## config.mk

```make
export PLATFORM = sky130hd
export DESIGN_NAME = pcg_top
export DESIGN_NICKNAME = d
export VERILOG_FILES = /design/src/logic/pcg_pkg.sv /design/src/logic/pcg_clk_div.sv /design/src/logic/pcg_top.sv
export SDC_FILE = /design/constraint.sdc
export NUM_CORES = 1
export LEC_CHECK = 0
export ABC_AREA = 1
export BUFFER_PORTS_ARGS = -buffer_cell sky130_fd_sc_hd__buf_2
export CAP_MARGIN = 20
export CORE_MARGIN = 2
export CORE_UTILIZATION = 40
export DETAILED_ROUTE_END_ITERATION = 10
export PLACE_DENSITY = 0.56
export SETUP_SLACK_MARGIN = 0.15
export SYNTH_ARGS = -nofsm -noshare
export SYNTH_HDL_FRONTEND = slang
export SYNTH_SLANG_ARGS = --single-unit
```

## constraint.sdc

```tcl
create_clock -name aclk -period 9.1 [get_ports aclk]
set_input_delay 0.91 -clock aclk [delete_from_list [all_inputs] [get_ports aclk]]
set_output_delay 0.91 -clock aclk [all_outputs]
set_load 0.01 [all_outputs]
```

## src/logic/pcg_pkg.sv

```systemverilog
// Constants for the clock generator: register map, field layout, reset
// values and the timing counts derived from the 50 MHz aclk.
package pcg_pkg;

  // Register byte offsets on the AXI4-Lite slave
  localparam logic [7:0] ADDR_CSR    = 8'h00;
  localparam logic [7:0] ADDR_MULT   = 8'h10;
  localparam logic [7:0] ADDR_DIV0   = 8'h14;
  localparam logic [7:0] ADDR_AUX    = 8'h24;
  localparam logic [7:0] ADDR_DEVICE_CONFIG_REG = 8'h28;
  localparam logic [7:0] ADDR_MEM_IF_GLOBAL_CTL = 8'h2C;

  // Word indices (byte offset / 4)
  localparam int IDX_CSR    = 0;
  localparam int IDX_MULT   = 4;
  localparam int IDX_DIV0   = 5;
  localparam int IDX_AUX    = 9;
  localparam int IDX_DEVICE_CONFIG_REG = 10;
  localparam int IDX_MEM_IF_GLOBAL_CTL = 11;
  localparam logic [15:0] MAP_VALID = 16'h0FF1;

  // Field positions
  localparam int CSR_PATH_BIT   = 0;
  localparam int CSR_PWRDN_BIT  = 1;
  localparam int CSR_RST_BIT    = 3;
  localparam int CSR_STABLE_BIT = 6;
  localparam int DIV_EN_BIT     = 15;
  localparam int DEVICE_CONFIG_REG_SRC_BIT = 4;
  localparam int GBL_CK2_BIT    = 3;
  localparam int GBL_MEM_CLK_PIN_ENABLE_BIT   = 5;

  // Divider slots: 0 prescaler, 1 core, 2 periph, 3 mem, 4 aux
  localparam int NDIV = 5;
  localparam logic [4:0] DIV_RATIO_RST [NDIV] =
    '{5'h00, 5'h00, 5'h01, 5'h01, 5'h00};
  localparam logic       DIV_EN_RST  = 1'b1;
  localparam logic [4:0] MULT_RST    = 5'h07;
  localparam logic [4:0] MULT_MIN    = 5'h04;
  localparam logic [4:0] MULT_MAX    = 5'h19;
  localparam logic [4:0] NCO_DEN_LOG = 5'h05;

  // AXI responses
  localparam logic [1:0] RESP_OKAY   = 2'h0;
  localparam logic [1:0] RESP_SLVERR = 2'h2;

  // Timing
  localparam int  CLK_PERIOD_NS  = 20;
  localparam real CLK_MHZ        = 50.0;
  localparam int  PLL_RST_TIME_NS = 125;
  localparam int  PLL_RST_CYCLES =
    (PLL_RST_TIME_NS + CLK_PERIOD_NS - 1) / CLK_PERIOD_NS;
  localparam real PLL_LOCK_TIME_US = 187.5;
  localparam int  PLL_LOCK_CYCLES = int'($ceil(PLL_LOCK_TIME_US * CLK_MHZ));

endpackage

```

## src/logic/pcg_clk_div.sv

```systemverilog
// Glitch-free integer clock divider driven by a reference tick.
// Assumes tick is a one-cycle strobe in the aclk domain.
`timescale 1ns/100ps
module pcg_clk_div
  import pcg_pkg::*;
(
  input  wire logic       aclk,
  input  wire logic       aresetn,
  input  wire logic       tick,
  input  wire logic [4:0] ratio,
  input  wire logic       enable,
  output logic            clk_out
);

  logic [4:0] cnt_r;
  logic [4:0] cur_r;
  logic       run_r;
  logic       wrap_w;

  assign wrap_w = (cnt_r == cur_r);

  always_ff @(posedge aclk) begin
    if (!aresetn) begin
      cnt_r   <= 5'h00;
      cur_r   <= 5'h00;
      run_r   <= 1'b0;
      clk_out <= 1'b0;
    end else if (!run_r) begin
      // Idle low; load settings before starting a period
      cnt_r   <= 5'h00;
      cur_r   <= ratio;
      run_r   <= enable;
      clk_out <= 1'b0;
    end else if (tick) begin
      if (wrap_w) begin
        cnt_r   <= 5'h00;
        clk_out <= ~clk_out;
        // New ratio or enable only at a full period end
        if (clk_out) begin
          cur_r <= ratio;
          run_r <= enable;
        end
      end else begin
        cnt_r <= cnt_r + 5'h01;
      end
    end
  end

endmodule

```

## src/logic/pcg_top.sv

```systemverilog
// Clock generator: prescaler, PLL model, bypass select, output dividers,
// clock pin gating and an AXI4-Lite register slave.
// Assumes all inputs are synchronous to aclk.
// What this block does
// - Provides a prescaler plus aux, core, periph-bus and mem-if dividers.
// - Second pin carries periph clock, gated by divider and pin enables.
// - Third pin carries aux-divided input clock, gated by aux enable.
// - Mem clock pin picks internal or external clock, gated by its enable.
// - Aux divider divides raw input clock by 2 to 64 in steps of 2.
// - Prescaler divides by 1 to 32; PLL multiplies by 4 to 25.
// - Path select 0 uses input clock, 1 uses PLL output as reference.
// - Core, periph and mem clocks each have their own divider.
// - After reset the PLL is held in reset and bypass is selected.
//
// Design decisions made here: the register addresses and the AXI4-Lite interface to the registers.
`timescale 1ns/100ps
module pcg_top
  import pcg_pkg::*;
#(
  parameter int LOCK_CYCLES = PLL_LOCK_CYCLES
)
(
  input  wire logic        aclk,
  input  wire logic        aresetn,
  input  wire logic [7:0]  s_axi_awaddr,
  input  wire logic        s_axi_awvalid,
  output logic             s_axi_awready,
  input  wire logic [31:0] s_axi_wdata,
  input  wire logic [3:0]  s_axi_wstrb,
  input  wire logic        s_axi_wvalid,
  output logic             s_axi_wready,
  output logic [1:0]       s_axi_bresp,
  output logic             s_axi_bvalid,
  input  wire logic        s_axi_bready,
  input  wire logic [7:0]  s_axi_araddr,
  input  wire logic        s_axi_arvalid,
  output logic             s_axi_arready,
  output logic [31:0]      s_axi_rdata,
  output logic [1:0]       s_axi_rresp,
  output logic             s_axi_rvalid,
  input  wire logic        s_axi_rready,
  input  wire logic        mem_clk_in_pin,
  output logic             core_clk,
  output logic             periph_bus_clk,
  output logic             mem_if_clk,
  output logic             second_clk_pin,
  output logic             third_clk_pin,
  output logic             mem_clk_out_pin
);
  // Control registers
  logic        pll_path_select_r;
  logic        pll_pwrdn_r;
  logic        pll_reset_ctl_r;
  logic [4:0]  mult_r;
  logic [4:0]  ratio_r [NDIV];
  logic        en_r    [NDIV];
  logic        mem_clk_source_sel_r;
  logic        second_clk_pin_enable_r;
  logic        mem_clk_pin_enable_r;
  // PLL state
  logic        pll_held_r;
  logic [3:0]  rst_cnt_r;
  logic [15:0] lock_cnt_r;
  logic [10:0] acc_r;
  // AXI state
  logic        aw_hold_r;
  logic [7:0]  awaddr_r;
  logic        w_hold_r;
  logic [31:0] wdata_r;
  logic [3:0]  wstrb_r;
  // Decode and data path wires
  logic [31:0] word_w [16];
  logic        aw_take_w;
  logic        w_take_w;
  logic        ar_take_w;
  logic        do_write_w;
  logic        aw_hold_nxt;
  logic        w_hold_nxt;
  logic        bvalid_nxt;
  logic        rvalid_nxt;
  logic [3:0]  widx_w;
  logic [3:0]  ridx_w;
  logic        wmapped_w;
  logic        rmapped_w;
  logic [31:0] wmask_w;
  logic [31:0] merged_w;
  logic [15:0] wr_sel_w;
  logic        pll_stable_w;
  logic        pll_run_w;
  logic        rst_done_w;
  logic [4:0]  mult_eff_w;
  logic [10:0] thr_w;
  logic [10:0] acc_sum_w;
  logic        pll_tick_w;
  logic        ref_tick_w;
  logic        div_clk_w [NDIV];
  // Readback words
  assign word_w[IDX_CSR] = {25'h000_0000, pll_stable_w, 2'b00,
                            pll_reset_ctl_r, 1'b0, pll_pwrdn_r,
                            pll_path_select_r};
  assign word_w[IDX_MULT]   = {27'h000_0000, mult_r};
  assign word_w[IDX_DEVICE_CONFIG_REG] = {27'h000_0000, mem_clk_source_sel_r, 4'h0};
  assign word_w[IDX_MEM_IF_GLOBAL_CTL] = {26'h000_0000, mem_clk_pin_enable_r, 1'b0,
                               second_clk_pin_enable_r, 3'h0};
  // AXI handshake decode
  assign aw_take_w   = s_axi_awvalid && s_axi_awready;
  assign w_take_w    = s_axi_wvalid && s_axi_wready;
  assign ar_take_w   = s_axi_arvalid && s_axi_arready;
  assign do_write_w  = aw_hold_r && w_hold_r && !s_axi_bvalid;
  assign aw_hold_nxt = do_write_w ? 1'b0 : (aw_hold_r || aw_take_w);
  assign w_hold_nxt  = do_write_w ? 1'b0 : (w_hold_r || w_take_w);
  assign bvalid_nxt  = do_write_w || (s_axi_bvalid && !s_axi_bready);
  assign rvalid_nxt  = ar_take_w || (s_axi_rvalid && !s_axi_rready);
  assign widx_w      = awaddr_r[5:2];
  assign ridx_w      = s_axi_araddr[5:2];
  assign wmapped_w   = (awaddr_r[7:6] == 2'b00) && MAP_VALID[widx_w];
  assign rmapped_w   = (s_axi_araddr[7:6] == 2'b00) && MAP_VALID[ridx_w];
  assign wmask_w     = {{8{wstrb_r[3]}}, {8{wstrb_r[2]}},
                        {8{wstrb_r[1]}}, {8{wstrb_r[0]}}};
  assign merged_w    = (word_w[widx_w] & ~wmask_w) | (wdata_r & wmask_w);
  always_ff @(posedge aclk) begin
    if (!aresetn) begin
      aw_hold_r     <= 1'b0;
      w_hold_r      <= 1'b0;
      awaddr_r      <= 8'h00;
      wdata_r       <= 32'h0000_0000;
      wstrb_r       <= 4'h0;
      s_axi_awready <= 1'b0;
      s_axi_wready  <= 1'b0;
      s_axi_bvalid  <= 1'b0;
      s_axi_bresp   <= RESP_OKAY;
    end else begin
      aw_hold_r     <= aw_hold_nxt;
      w_hold_r      <= w_hold_nxt;
      s_axi_awready <= !aw_hold_nxt;
      s_axi_wready  <= !w_hold_nxt;
      s_axi_bvalid  <= bvalid_nxt;
      if (aw_take_w) begin
        awaddr_r <= s_axi_awaddr;
      end
      if (w_take_w) begin
        wdata_r <= s_axi_wdata;
        wstrb_r <= s_axi_wstrb;
      end
      if (do_write_w) begin
        s_axi_bresp <= wmapped_w ? RESP_OKAY : RESP_SLVERR;
      end
    end
  end
  always_ff @(posedge aclk) begin
    if (!aresetn) begin
      s_axi_arready <= 1'b0;
      s_axi_rvalid  <= 1'b0;
      s_axi_rdata   <= 32'h0000_0000;
      s_axi_rresp   <= RESP_OKAY;
    end else begin
      s_axi_arready <= !rvalid_nxt;
      s_axi_rvalid  <= rvalid_nxt;
      if (ar_take_w) begin
        s_axi_rdata <= rmapped_w ? word_w[ridx_w] : 32'h0000_0000;
        s_axi_rresp <= rmapped_w ? RESP_OKAY : RESP_SLVERR;
      end
    end
  end
  // Control register writes
  always_ff @(posedge aclk) begin
    if (!aresetn) begin
      pll_path_select_r       <= 1'b0;
      pll_pwrdn_r             <= 1'b0;
      pll_reset_ctl_r         <= 1'b1;
      mult_r                  <= MULT_RST;
      mem_clk_source_sel_r    <= 1'b0;
      second_clk_pin_enable_r <= 1'b1;
      mem_clk_pin_enable_r    <= 1'b1;
    end else begin
      if (wr_sel_w[IDX_CSR]) begin
        pll_path_select_r <= merged_w[CSR_PATH_BIT];
        pll_pwrdn_r       <= merged_w[CSR_PWRDN_BIT];
        pll_reset_ctl_r   <= merged_w[CSR_RST_BIT];
      end
      if (wr_sel_w[IDX_MULT]) begin
        mult_r <= merged_w[4:0];
      end
      if (wr_sel_w[IDX_DEVICE_CONFIG_REG]) begin
        mem_clk_source_sel_r <= merged_w[DEVICE_CONFIG_REG_SRC_BIT];
      end
      if (wr_sel_w[IDX_MEM_IF_GLOBAL_CTL]) begin
        second_clk_pin_enable_r <= merged_w[GBL_CK2_BIT];
        mem_clk_pin_enable_r    <= merged_w[GBL_MEM_CLK_PIN_ENABLE_BIT];
      end
    end
  end
  genvar gi;
  generate
    for (gi = 0; gi < 16; gi++) begin : g_wsel
      assign wr_sel_w[gi] = do_write_w && wmapped_w && (widx_w == gi);
      if (!MAP_VALID[gi]) begin : g_rsv
        assign word_w[gi] = 32'h0000_0000;
      end
    end
    // Divider ratio registers, each its own word
    for (gi = 0; gi < NDIV; gi++) begin : g_div
      assign word_w[IDX_DIV0 + gi] = {16'h0000, en_r[gi], 10'h000,
                                      ratio_r[gi]};
      always_ff @(posedge aclk) begin
        if (!aresetn) begin
          ratio_r[gi] <= DIV_RATIO_RST[gi];
          en_r[gi]    <= DIV_EN_RST;
        end else if (wr_sel_w[IDX_DIV0 + gi]) begin
          ratio_r[gi] <= merged_w[4:0];
          en_r[gi]    <= merged_w[DIV_EN_BIT];
        end
      end
    end
    // Output dividers; the aux one runs off the raw input clock
    for (gi = 1; gi < NDIV; gi++) begin : g_out
      pcg_clk_div u_div (
        .aclk    (aclk),
        .aresetn (aresetn),
        .tick    ((gi == NDIV - 1) ? 1'b1 : ref_tick_w),
        .ratio   (ratio_r[gi]),
        .enable  (en_r[gi]),
        .clk_out (div_clk_w[gi])
      );
    end
  endgenerate
  assign div_clk_w[0] = 1'b0;
  // PLL reset is stretched to the minimum reset time
  assign rst_done_w = (rst_cnt_r >= 4'(PLL_RST_CYCLES));
  always_ff @(posedge aclk) begin
    if (!aresetn) begin
      pll_held_r <= 1'b1;
      rst_cnt_r  <= 4'h0;
    end else if (pll_reset_ctl_r) begin
      pll_held_r <= 1'b1;
      if (!rst_done_w) begin
        rst_cnt_r <= rst_cnt_r + 4'h1;
      end
    end else if (pll_held_r && rst_done_w) begin
      pll_held_r <= 1'b0;
      rst_cnt_r  <= 4'h0;
    end else if (pll_held_r) begin
      rst_cnt_r <= rst_cnt_r + 4'h1;
    end
  end
  // Lock counter; stable flag tells software bypass may be left
  assign pll_run_w    = !pll_held_r && !pll_pwrdn_r;
  assign pll_stable_w = (lock_cnt_r == 16'(LOCK_CYCLES));
  always_ff @(posedge aclk) begin
    if (!aresetn || !pll_run_w) begin
      lock_cnt_r <= 16'h0000;
    end else if (!pll_stable_w) begin
      lock_cnt_r <= lock_cnt_r + 16'h0001;
    end
  end
  // Prescale and multiply as a phase accumulator, 4..25 clamp
  assign mult_eff_w = (mult_r < MULT_MIN) ? MULT_MIN :
                      (mult_r > MULT_MAX) ? MULT_MAX : mult_r;
  assign thr_w      = 11'({1'b0, ratio_r[0]} + 6'h01) << NCO_DEN_LOG;
  assign acc_sum_w  = acc_r + {6'h00, mult_eff_w};
  assign pll_tick_w = pll_run_w && en_r[0] && (acc_sum_w >= thr_w);
  always_ff @(posedge aclk) begin
    if (!aresetn || !pll_run_w || !en_r[0]) begin
      acc_r <= 11'h000;
    end else if (acc_sum_w >= thr_w) begin
      acc_r <= acc_sum_w - thr_w;
    end else begin
      acc_r <= acc_sum_w;
    end
  end
  // Reference select; dividers only change at period ends
  assign ref_tick_w = pll_path_select_r ? pll_tick_w : 1'b1;
  assign core_clk       = div_clk_w[1];
  assign periph_bus_clk = div_clk_w[2];
  assign mem_if_clk     = div_clk_w[3];
  // Clock pin gating
  always_ff @(posedge aclk) begin
    if (!aresetn) begin
      second_clk_pin  <= 1'b0;
      third_clk_pin   <= 1'b0;
      mem_clk_out_pin <= 1'b0;
    end else begin
      second_clk_pin  <= div_clk_w[2] && en_r[2] &&
                         second_clk_pin_enable_r;
      third_clk_pin   <= div_clk_w[4] && en_r[4];
      mem_clk_out_pin <= mem_clk_pin_enable_r &&
                         (mem_clk_source_sel_r ? mem_clk_in_pin
                                               : div_clk_w[3]);
    end
  end
endmodule

```

### After elaboration in Yosys (flattened, before gate mapping)

Memory sizes are Yosys's and may differ from the RTL's. A register that Yosys moved wholly into a read port is not among the register bits.
Cells that the tools add are included.
W data, S select, Z words.

| operators by class | value |
|---|---|
| add/sub/neg operators | 9 |
| $mul | 0 |
| div/mod/pow operators | 0 |
| $lt $le $gt $ge | 8 |
| equal/unequal tests | 25 |
| shifts and indexed selects | 0 |
| multiplexer cells | 83 |
| bitwise gates (word level) | 22 |
| reduce and logical (&&, ||, !) cells | 62 |

Operators with widths:

| kind | count |
|---|---|
| $bmux W32 S4 | 2 |
| $mux W5 | 25 |
| $mux W32 | 3 |
| $mux W1 | 42 |
| $and A16 B16 Y16 | 2 |
| $mux W16 | 2 |
| $logic_and A1 B1 Y1 | 27 |
| $mux W4 | 6 |
| $add A5 B1 Y5 const B | 4 |
| $eq A5 B5 Y1 | 4 |
| $reduce_and A2 Y1 | 9 |
| $add A16 B1 Y16 const B | 1 |
| $eq A16 B14 Y1 const B | 1 |
| $eq A4 B3 Y1 const B | 4 |
| $eq A4 B4 Y1 const B | 4 |
| $not A16 Y16 | 1 |
| $or A16 B16 Y16 | 1 |
| $ne A2 B2 Y1 const B | 7 |
| $add A11 B5 Y11 | 1 |
| $ge A11 B11 Y1 | 1 |
| $logic_not A1 Y1 | 11 |
| $mux W11 | 1 |
| $sub A11 B11 Y11 | 1 |
| $ge A5 B5 Y1 const B | 2 |
| other kinds (18) | 47 |

| word-level totals | value |
|---|---|
| register bits | 163 |
| bits in latches | 0 |
| RAM bits | 30 |
| memory bits (read-only) | 32 |
| output and inout bits | 47 |
| memories | 4 |

Memory list:

| memory | depth | bits a word | read ports | clocked after Yosys merged registers in | write ports | RTL line | source |
|---|---|---|---|---|---|---|---|
| ratio_r | 5 | 5 | 5 | 0 | 5 | pcg_top.sv:55 | `logic [4:0] ratio_r [NDIV];` |
| (name not given) | 16 | 1 | 1 | 0 | 0 | pcg_top.sv:117 | `assign rmapped_w = (s_axi_araddr[7:6] == 2'b00) && MAP_VALID[ridx_w];` |
| (name not given) | 16 | 1 | 1 | 1 | 0 | pcg_top.sv:116 | `assign wmapped_w = (awaddr_r[7:6] == 2'b00) && MAP_VALID[widx_w];` |
| en_r | 5 | 1 | 5 | 0 | 5 | pcg_top.sv:56 | `logic en_r [NDIV];` |

### Depth between registers and ports, before layout

Gate-level depths: netlist of run 1.

| logic depth | value |
|---|---|
| depth after elaboration | 9 |
| mapped depth | 28 |
| mapped depth without buffers | 27 |

### Modules after synthesis

A second synthesis of run 1 with hierarchy kept.

| unflattened totals | value |
|---|---|
| cell total of the unflattened synthesis | 1223 |
| area total of the unflattened synthesis | 8729.6 sq um |

By module, submodules not included:

| module | instances | cells an instance | area each (sq um) | sequential area each (sq um) |
|---|---|---|---|---|
| pcg_top | 1 | 855 | 6137.1 | 2482.4 |
| pcg_clk_div | 4 | 92 | 648.1 | 240.2 |

### Worst setup path before layout of run 1

Ideal clock, no wire load.

| path | value |
|---|---|
| path type | register -> register |
| start | register mult_r[4] |
| end | register g_out[3].u_div.cur_r[0] |
| library setup time | 115 ps |
| arrival time | 3426 ps |
| data required time | 8985 ps |
| setup slack | 5559 ps |
| cell stages (with the launch flop) | 25 |
| buffers on the path | 1 |
| period minus slack after synthesis | 3541 ps |
| cells stage by stage | dfxtp_1 nand2_1 inv_1 o21ai_0 a21oi_1 ha_1 inv_1 fa_1 inv_1 nand3_1 nand2_1 nand2_1 a21boi_0 xor2_1 inv_1 fa_1 inv_1 nor3_1 nor2_1 nand2_4 a21oi_2 nand2_1 buf_4 a21oi_1 nor2_1 |

| between the ends | value |
|---|---|
| word-level cells in the longest chain between the ends | 9 |

RTL lines:

| element | RTL line | source |
|---|---|---|
| start: declaration | pcg_top.sv:54 | `logic [4:0] mult_r;` |
| start signal: assignment | pcg_top.sv:182 | `mult_r <= merged_w[4:0];` |
| $gt A5 B5 Y1 | pcg_top.sv:258 | `(mult_r > MULT_MAX) ? MULT_MAX : mult_r;` |
| $mux W5 | pcg_top.sv:258 |  |
| $mux W5 * | pcg_top.sv:257 | `assign mult_eff_w = (mult_r < MULT_MIN) ? MULT_MIN :` |
| $add A11 B5 Y11 * | pcg_top.sv:260 | `assign acc_sum_w = acc_r + {6'h00, mult_eff_w};` |
| $ge A11 B11 Y1 * | pcg_top.sv:261 | `assign pll_tick_w = pll_run_w && en_r[0] && (acc_sum_w >= thr_w);` |
| $logic_and A1 B1 Y1 * | pcg_top.sv:261 |  |
| $mux W1 * | pcg_top.sv:272 | `assign ref_tick_w = pll_path_select_r ? pll_tick_w : 1'b1;` |
| $ne A2 B2 Y1 (no source line) * | - |  |
| $reduce_and A3 Y1 (no source line) * | - |  |
| end signal: assignment | pcg_clk_div.sv:31 | `cur_r <= ratio;` |
| end signal: assignment | pcg_clk_div.sv:40 | `cur_r <= ratio;` |
| end: declaration | pcg_clk_div.sv:16 | `logic [4:0] cur_r;` |

Mark *: on every way between the ends. The rest lies on a longest branch, timed or not.
A chain may end at the register's enable or synchronous reset.

### Final worst setup path of run 1

| path | value |
|---|---|
| start | register mult_r[4] |
| end | register g_out[3].u_div.cur_r[3] |

The elaborated chain is that of the path after synthesis.

==> metrics, run 1 <==
share of cells above drive strength 1=0.107; Post-CTS Hold Buffers=0; number of max-cap violations=0; Worst Reg-to-Reg Cells=24; Mean Syn Cell Area=7.65 um2; worst slack at placement=4.71 ns; Critical Setup Path Class=reg2reg; CP arrival=4.67 ns; Seq pwr share=0.450; synthesis-to-layout area growth=12.9%; area of the core=19,400 um2; Fill cells=1,999; routed len/inst=14.5 um; die footprint=20,800 um2; drt total wl=19,500 um; H-tree depth=4; root buf cell=clkbuf_16; Area after DPL=8250 um2; most frequent cells in the layout=nand2_1 (179), dfxtp_1 (127), nor2_1 (119); Post-CTS Setup Bufs=0; RSZ-0062 raised after global routing=no; hold path depth=2; pin count of the biggest net entering global routing=59; area of the multi-input gates=3740 um2; synth unique cells=45; final max-slew violation count=0; clock tree buffer depth=2; vias per cell=4.93; Final Instance Area=8880 um2; synth warn=0; total CTS buffers=17; setup total negative slack=0 ns; Starting Density=0.405; initial antenna violation count=1; Die W=144 um; switching part of the total=0.255; cell leakage power=3.71 nW; synthesized cell area=7860 um2; TritonRoute pass-1 iters=7; vias in the first global route=6,179; GRT Overall Usage=0.197; minimum clock period=4.35 ns; initial DRC count=362; ANT nets after route=0; PnR worst setup slack=4.75 ns; clk sinks=157; gp weighted congestion=0.933; WP data required=9.43 ns; share of power burned in the clock network=0.445; Max IR drop VDD=0.000128 V; CTS tree=done; Port Buffer Count=49; Slew HR=0.319; row count=51; endpoints failing hold=0; Setup Skew=0.0104 ns; flop and latch count out of synthesis=157; commonest non-fill, non-tap cell in the layout=nand2_1; FF/Latch Area=3440 um2; Total Nets Final=1,154; FMAX=230 MHz; Worst-Margin Slew=1.01 ns; Max FO, Critical Path=12; Clk pin slew, worst setup/hold paths=0.06 ns; PostCTS Resize Cnt=0; worst hold path type=reg2reg; Seq/Total Area, Yosys=0.438; first-pass GRT wire length=31,500 um; internal power=1.26 mW; Combinational Power Share=0.105; Die Y=144 um; Post-Syn Instances=1,027; Psw=0.432 mW; Setup-failing EPs final=0; Power Density=191 nW/um2; period utilization=0.478; Antenna Cells=0; Detail Placement HPWL=14,500 um; DR DRC count=0; Via Count=6,663; clk_lat worst skew=0.44 ns; total global routing overflow=0; status=finished clean; CP startpoint kind=register; I/O pins=107; crit end category=register
==> cell usage after synthesis, drive strengths merged <==
master     n  area share
a211oi     2      0.0019
a21boi     1     0.00096
a21oi     94       0.061
a221oi     1      0.0011
a22oi      3      0.0029
a31oi      2      0.0016
buf       38       0.034
clkbuf    11      0.0053
conb       1     0.00048
dfxtp    127        0.32
edfxtp    30        0.11
fa         2      0.0051
ha        18       0.029
inv      122       0.058
nand2    187       0.094
nand3     55       0.036
nand3b     3      0.0029
nand4     16       0.013
nor2     126       0.064
nor3      27       0.020
nor3b      2      0.0019
nor4       2      0.0035
o2111ai    3      0.0033
o211ai     4      0.0038
o21ai     92       0.060
o21bai     2      0.0019
o221ai     4      0.0045
o22ai     10      0.0080
or2        4      0.0032
xnor2     15       0.017
xor2      23       0.026
==> path summary, 6_finish.rpt <==
kind | endpoint | from | slack (ns)
min reg2reg | rst_cnt_r[3] | rst_cnt_r[3] | 0.46
max reg2reg | g_out[3].u_div.cur_r[3] | mult_r[4] | 4.75
max | g_out[3].u_div.cur_r[3] | mult_r[4] | 4.75
min | rst_cnt_r[3] | rst_cnt_r[3] | 0.46
==> cell families after synthesis <==
kind of cell | share of synthesized area
buf+inv | 0.0974
simple gates | 0.238
compound gates | 0.150
xor+xnor | 0.0423
flops | 0.438
other cells | 0.000477
fa+ha+maj | 0.0337
==> layout make-up <==
| type | count | area share |
|---|---|---|
| clock buffers | 23 | 0.0600 |
| clock inverters | 8 | 0.0111 |
| inverters | 122 | 0.0516 |
| multi-input cells | 724 | 0.422 |
| flip-flops and latches | 157 | 0.388 |
| well taps | 265 | 0.0374 |
| repair buffers | 52 | 0.0302 |
==> through the flow <==
step                instances  hold slack (ns)  total power, mW  utilization
finish                   1351            0.464             1.70        0.458
floorplan                1052            0.441            0.908            -
CTS                      1351            0.465             1.71        0.458
global route             1351            0.491             1.77        0.458
detailed placement       1320            0.455            0.956        0.425
global placement         1320            0.453            0.955        0.425
==> state kept, by name (all words and copies together) (netlist names), 2 cells and up, named ones only <==
| name | flops |
|---|---|
| ratio_r | 25 |
| g_out.u_div.cnt_r | 20 |
| g_out.u_div.cur_r | 20 |
| lock_cnt_r | 16 |
| acc_r | 11 |
| s_axi_rdata | 8 |
| wdata_r | 7 |
| awaddr_r | 6 |
| en_r | 5 |
| mult_r | 5 |
| g_out.u_div.clk_out | 4 |
| g_out.u_div.run_r | 4 |
| rst_cnt_r | 4 |
| wstrb_r | 2 |
==> worst max-delay path, stage by stage (launching register included) <==
cell and delay [ns]:
dfxtp_1 0.50, nand2_1 0.09, inv_1 0.09, o21ai_0 0.08, a21oi_1 0.15, ha_1 0.20, inv_1 0.06, fa_1 0.39
inv_1 0.09, nand3_1 0.09, nand2_1 0.08, nand2_1 0.08, a21boi_0 0.22, xor2_1 0.21, inv_1 0.11, fa_1 0.47
inv_1 0.09, nor3_1 0.05, nor2_1 0.18, nand2_4 0.14, a21oi_2 0.14, buf_4 0.20, nand2_1 0.26, a21oi_1 0.22
nor2_1 0.06
==> metal layers <==
layer / wire, um / vias up / track usage
met5: 13 / - / 0
met4: 554 / 2 / 0.0787
met3: 1170 / 42 / 0.0500
met2: 8320 / 183 / 0.298
met1: 9460 / 2981 / 0.270
li1: - / 3455 / -
==> power by group through the flow <==
stage          clock network [mW]  logic (mW)  registers, mW
4_1_cts                     0.769       0.179          0.763
3_5_place_dp                    0       0.178          0.778
2_1_floorplan                   0       0.134          0.774
6_report                    0.754       0.178          0.763
5_1_grt                     0.796       0.203          0.767
3_3_place_gp                    0       0.177          0.778
(Power assumes the default switching activity.)
==> inputs of run 2 (changes only) <==
==> constraint.sdc (replaced) <==
create_clock -name aclk -period 4.41 [get_ports aclk]
set_input_delay 0.441 -clock aclk [delete_from_list [all_inputs] [get_ports aclk]]
set_output_delay 0.441 -clock aclk [all_outputs]
set_load 0.01 [all_outputs]
==> run 2 against run 1 <==
  * Count of clock-buffer cells in the layout down 4
  * Largest power group unchanged
  * Sequential share of layout area about the same
  * Critical endpoint is now g_out[3].u_div.cur_r[0]
  * Die area unchanged
  * Critical path type unchanged
==> metrics, run 2 (synthesized netlist as in run 1, its figures left out) <==
status=finished clean; Starting Density=0.405; ANT nets after route=0; Final Instance Area=8880 um2; Port Buffer Count=49; switching part of the total=0.283; Final Hold Slack=0.251 ns; die footprint=20,800 um2; Detail Placement HPWL=14,800 um; Max IR drop VDD=0.000254 V; cell leakage power=3.71 nW; FMAX=260 MHz; Setup Skew=0.0109 ns; I/O pins=107; RSZ-0062 raised after global routing=no; worst hold path type=in2reg; Antenna Cells=0; vias per cell=4.94; gp weighted congestion=0.963; Critical Setup Path Class=reg2reg; initial DRC count=371; DR DRC count=0; period utilization=0.873; initial antenna violation count=0; final max-slew violation count=0; crit end category=register; Worst Reg-to-Reg Cells=23; share of power burned in the clock network=0.429; CP arrival=4.16 ns; H-tree depth=4; Buf/Inv on CP=5; clock tree buffer depth=2; first-pass GRT wire length=31,900 um; Max FO, Critical Path=12; commonest non-fill, non-tap cell in the layout=nand2_1; clk_lat worst skew=0.43 ns; Setup-failing EPs final=0; pin count of the biggest net entering global routing=58; CP startpoint kind=register; Worst-Margin Slew=0.941 ns; CP dominant cell by count=inv_1; synthesis-to-layout area growth=13.0%; Slew HR=0.369; largest stage delay on the critical path=0.48 ns; clk sinks=157; slowest CP cell=fa_1; total global routing overflow=0; critical path's top delay family=adder cells; most flop-heavy register=ratio_r; max reg flops=25; internal power=2.44 mW; setup total negative slack=0 ns; hold path depth=4; area of the core=19,400 um2; Combinational Power Share=0.108; number of max-cap violations=0; WP data required=4.72 ns; GRT Overall Usage=0.198; root buf cell=clkbuf_16; vias in the first global route=6,142; most frequent cells in the layout=nand2_1 (176), dfxtp_1 (127), nor2_1 (119); endpoints failing hold=0; Stages on worst setup path=23; Die Y=144 um; share of cells above drive strength 1=0.116; Die W=144 um; TritonRoute pass-1 iters=5; total CTS buffers=17; Tot Pwr=3.41 mW; row count=51; routed len/inst=14.6 um; minimum clock period=3.85 ns; Top Registers=ratio_r: 25 flops, g_out.u_div.cnt_r: 20 flops, g_out.u_div.cur_r: 20 flops; Power Density=383 nW/um2; Clk pin slew, worst setup/hold paths=0.07 ns; Total Nets Final=1,158; Seq pwr share=0.463; Post-CTS Hold Buffers=0; Via Count=6,700; drt total wl=19,800 um; Area after DPL=8260 um2; CTS tree=done; CP Cell Sequence=nand2_1 -> inv_1 -> o21ai_0 -> a21oi_1 -> ha_1 -> inv_1 -> fa_1 -> inv_1 -> nand3_1 -> nand2_1 -> nand2_1 -> a21boi_2 -> xor2_1 -> inv_1 -> fa_1 -> inv_1 -> nor3_1 -> nor2_1 -> nand2_4 -> a21oi_2 -> nand2_2 -> a21oi_1 -> nor2_1; Psw=0.965 mW
==> run 2: area by class of cell <==
type / count / area (um2)
Multi-Input combinational cell: 724 / 3760
Fill cell: 1987 / 10500
Inverter: 122 / 458
Clock buffer: 19 / 464
Sequential cell: 157 / 3440
Tap cell: 265 / 332
Timing Repair Buffer: 56 / 302
Clock inverter: 13 / 120
==> run 2: power groups by stage <==
| stage | Combinational, mW | Clock [mW] | Sequential, mW |
|---|---|---|---|
| after CTS | 0.366 | 1.49 | 1.57 |
| after global routing | 0.418 | 1.55 | 1.58 |
| final | 0.367 | 1.46 | 1.58 |
| after global placement | 0.362 | 0 | 1.61 |
| after detailed placement | 0.364 | 0 | 1.61 |
| after floorplan | 0.276 | 0 | 1.60 |
==> run 2: layer usage <==
layer  vias to the layer above  part of all wire  GRT usage
li1                       3461                 -          -
met1                      3047              0.51      0.289
met2                       175              0.43      0.296
met3                        17             0.050     0.0427
met4                         0             0.014     0.0552
met5                         -                 0          0
==> run 2: stage by stage <==
stage / util / worst slack, ns / instances
floorplan: - / 0.869 / 1052
global route: 0.458 / 0.134 / 1356
global placement: 0.426 / 0.463 / 1322
CTS: 0.456 / 0.359 / 1354
detailed placement: 0.426 / 0.404 / 1322
finish: 0.458 / 0.562 / 1356
==> run 2: timing repair <==
item,4_1_cts,5_1_grt
resized for setup,0,7
endpoints found under the setup margin,0,36
buffers inserted,0,2
==> run 2: worst paths after layout <==
kind                                      from                      end  slack [ns]
worst max register to register       mult_r[3]  g_out[3].u_div.cur_r[0]        0.56
worst min-delay path              s_axi_bready             s_axi_bvalid        0.25
worst max-delay path                 mult_r[3]  g_out[3].u_div.cur_r[0]        0.56
worst min register to register  s_axi_rdata[6]           s_axi_rdata[6]        0.47
==> run 2: worst register-to-register path, cell delays in order, from the launching register on <==
cell and delay (ns):
dfxtp_1 0.36, nand2_1 0.06, inv_1 0.08, o21ai_0 0.09, a21oi_1 0.15, ha_1 0.20, inv_1 0.06, fa_1 0.38
inv_1 0.08, nand3_1 0.08, nand2_1 0.08, nand2_1 0.09, a21boi_2 0.16, xor2_1 0.19, inv_1 0.10, fa_1 0.48
inv_1 0.10, nor3_1 0.05, nor2_1 0.16, nand2_4 0.13, a21oi_2 0.24, nand2_2 0.19, a21oi_1 0.18, nor2_1 0.06
==> inputs of run 3 (changes only) <==
--- a/config.mk
+++ b/config.mk
@@ -10,6 +10,7 @@
 export CAP_MARGIN = 20
 export CORE_MARGIN = 2
 export CORE_UTILIZATION = 40
+export CTS_BUF_LIST = sky130_fd_sc_hd__clkbuf_8
 export DETAILED_ROUTE_END_ITERATION = 10
 export PLACE_DENSITY = 0.56
 export SETUP_SLACK_MARGIN = 0.15
==> run 3 against run 2 <==
  * Die area is the same
  * First-iteration DRC count rose by 13%
  * Utilization down 0.90 points
  * Total power shrank 10%
  * Clock skew is 0.0072 ns higher
  * Setup slack lost 0.023 ns
==> metrics, run 3 (synthesized netlist as in run 1, its figures left out) <==
pin count of the biggest net entering global routing=58; vias in the first global route=6,072; drt total wl=19,700 um; Max IR drop VDD=0.000184 V; max reg flops=25; ANT nets after route=0; total CTS buffers=17; number of max-cap violations=0; routed len/inst=14.5 um; minimum clock period=3.87 ns; CTS tree=done; Setup-failing EPs final=0; area of the core=19,400 um2; gp weighted congestion=0.963; initial DRC count=421; clk sinks=157; die footprint=20,800 um2; largest stage delay on the critical path=0.48 ns; Via Count=6,694; critical path's top delay family=simple AND/OR/NAND/NOR gates; Port Buffer Count=49; GRT Overall Usage=0.197; Clk pin slew, worst setup/hold paths=0.10 ns; crit end category=register; Power Density=350 nW/um2; worst hold path type=in2reg; Total Nets Final=1,159; Buf/Inv on CP=5; first-pass GRT wire length=31,700 um; clk_lat worst skew=0.47 ns; H-tree depth=4; most frequent cells in the layout=nand2_1 (177), dfxtp_1 (127), nor2_1 (119); WP data required=4.77 ns; synthesis-to-layout area growth=10.8%; Die Y=144 um; Worst-Margin Slew=0.924 ns; row count=51; setup total negative slack=0 ns; initial antenna violation count=0; Slew HR=0.380; Critical Setup Path Class=reg2reg; share of cells above drive strength 1=0.117; CP arrival=4.23 ns; slowest CP cell=fa_1; Fill cells=2,014; DR DRC count=0; Detail Placement HPWL=14,800 um; commonest non-fill, non-tap cell in the layout=nand2_1; FMAX=258 MHz; final max-slew violation count=0; endpoints failing hold=0; Post-CTS Hold Buffers=0; root buf cell=clkbuf_8; Antenna Cells=0; Die W=144 um; cell leakage power=3.63 nW; CP startpoint kind=register; most flop-heavy register=ratio_r; I/O pins=107; clock tree buffer depth=2; TritonRoute pass-1 iters=6; Max FO, Critical Path=21; CP dominant cell by count=inv_1; status=finished clean; period utilization=0.878; total global routing overflow=0; Starting Density=0.405; Util after Layout=0.449; Top Registers=ratio_r: 25 flops, g_out.u_div.cnt_r: 20 flops, g_out.u_div.cur_r: 20 flops; vias per cell=4.93; FF-to-FF setup slack=0.54 ns; RSZ-0062 raised after global routing=yes; Setup Skew=0.0181 ns
==> run 3: per-layer routing <==
metal	vias up	part of all wire	GRT usage
met5	-	0	0
met4	0	0.014	0.0511
met3	22	0.059	0.0401
met2	199	0.43	0.294
met1	3020	0.50	0.289
li1	3453	-	-
==> run 3: stage by stage <==
| stage | setup WS, ns | power [mW] | std cells | cell area, um2 | hold slack (ns) |
|---|---|---|---|---|---|
| floorplan | 0.869 | 1.87 | 1052 | 7950 | 0.441 |
| global placement | 0.463 | 1.97 | 1322 | 8260 | 0.454 |
| detailed placement | 0.404 | 1.97 | 1322 | 8260 | 0.457 |
| CTS | 0.355 | 3.07 | 1354 | 8660 | 0.181 |
| global route | 0.0911 | 3.19 | 1357 | 8710 | 0.188 |
| finish | 0.539 | 3.05 | 1357 | 8710 | 0.205 |
==> run 3: path summary, 6_finish.rpt <==
kind,startpoint,to,cells past startpoint
hold reg to reg,s_axi_rdata[6],s_axi_rdata[6],2
hold / removal,s_axi_bready,s_axi_bvalid,4
setup / recovery,mult_r[3],g_out[1].u_div.cur_r[3],25
setup reg to reg,mult_r[3],g_out[1].u_div.cur_r[3],25
==> run 3: area by class of cell <==
type	instances	area [um2]	share of cell area
Multi-Input combinational cell	724	3770	0.433
Sequential cell	157	3440	0.395
Inverter	122	458	0.0526
Tap cell	265	332	0.0381
Timing Repair Buffer	57	305	0.0351
Clock buffer	18	248	0.0284
Clock inverter	14	150	0.0172
==> run 3: worst reg2reg max path, delay by kind of cell, from the launching register on <==
family                     cells  cell delay (ns)
and+or+nand+nor               13             1.36
adders and majority gates      3             1.06
buffers and inverters          5             0.42
AOI/OAI and AO/OA              3             0.40
DFF                            1             0.36
xor gates and xnor gates       1             0.19
==> run 3: report_power, final <==
part	internal, mW	switching [mW]	total, mW
registers	1.52	0.0522	1.57
logic	0.121	0.246	0.367
clock network	0.488	0.622	1.11
total	2.13	0.920	3.05
==> run 3: timing repair <==
item / 4_1_cts / 5_1_grt
buffers inserted: 0 / 3
endpoints found under the setup margin: 0 / 36
resized for setup: 0 / 7
hold endpoints to repair: 0 / 0
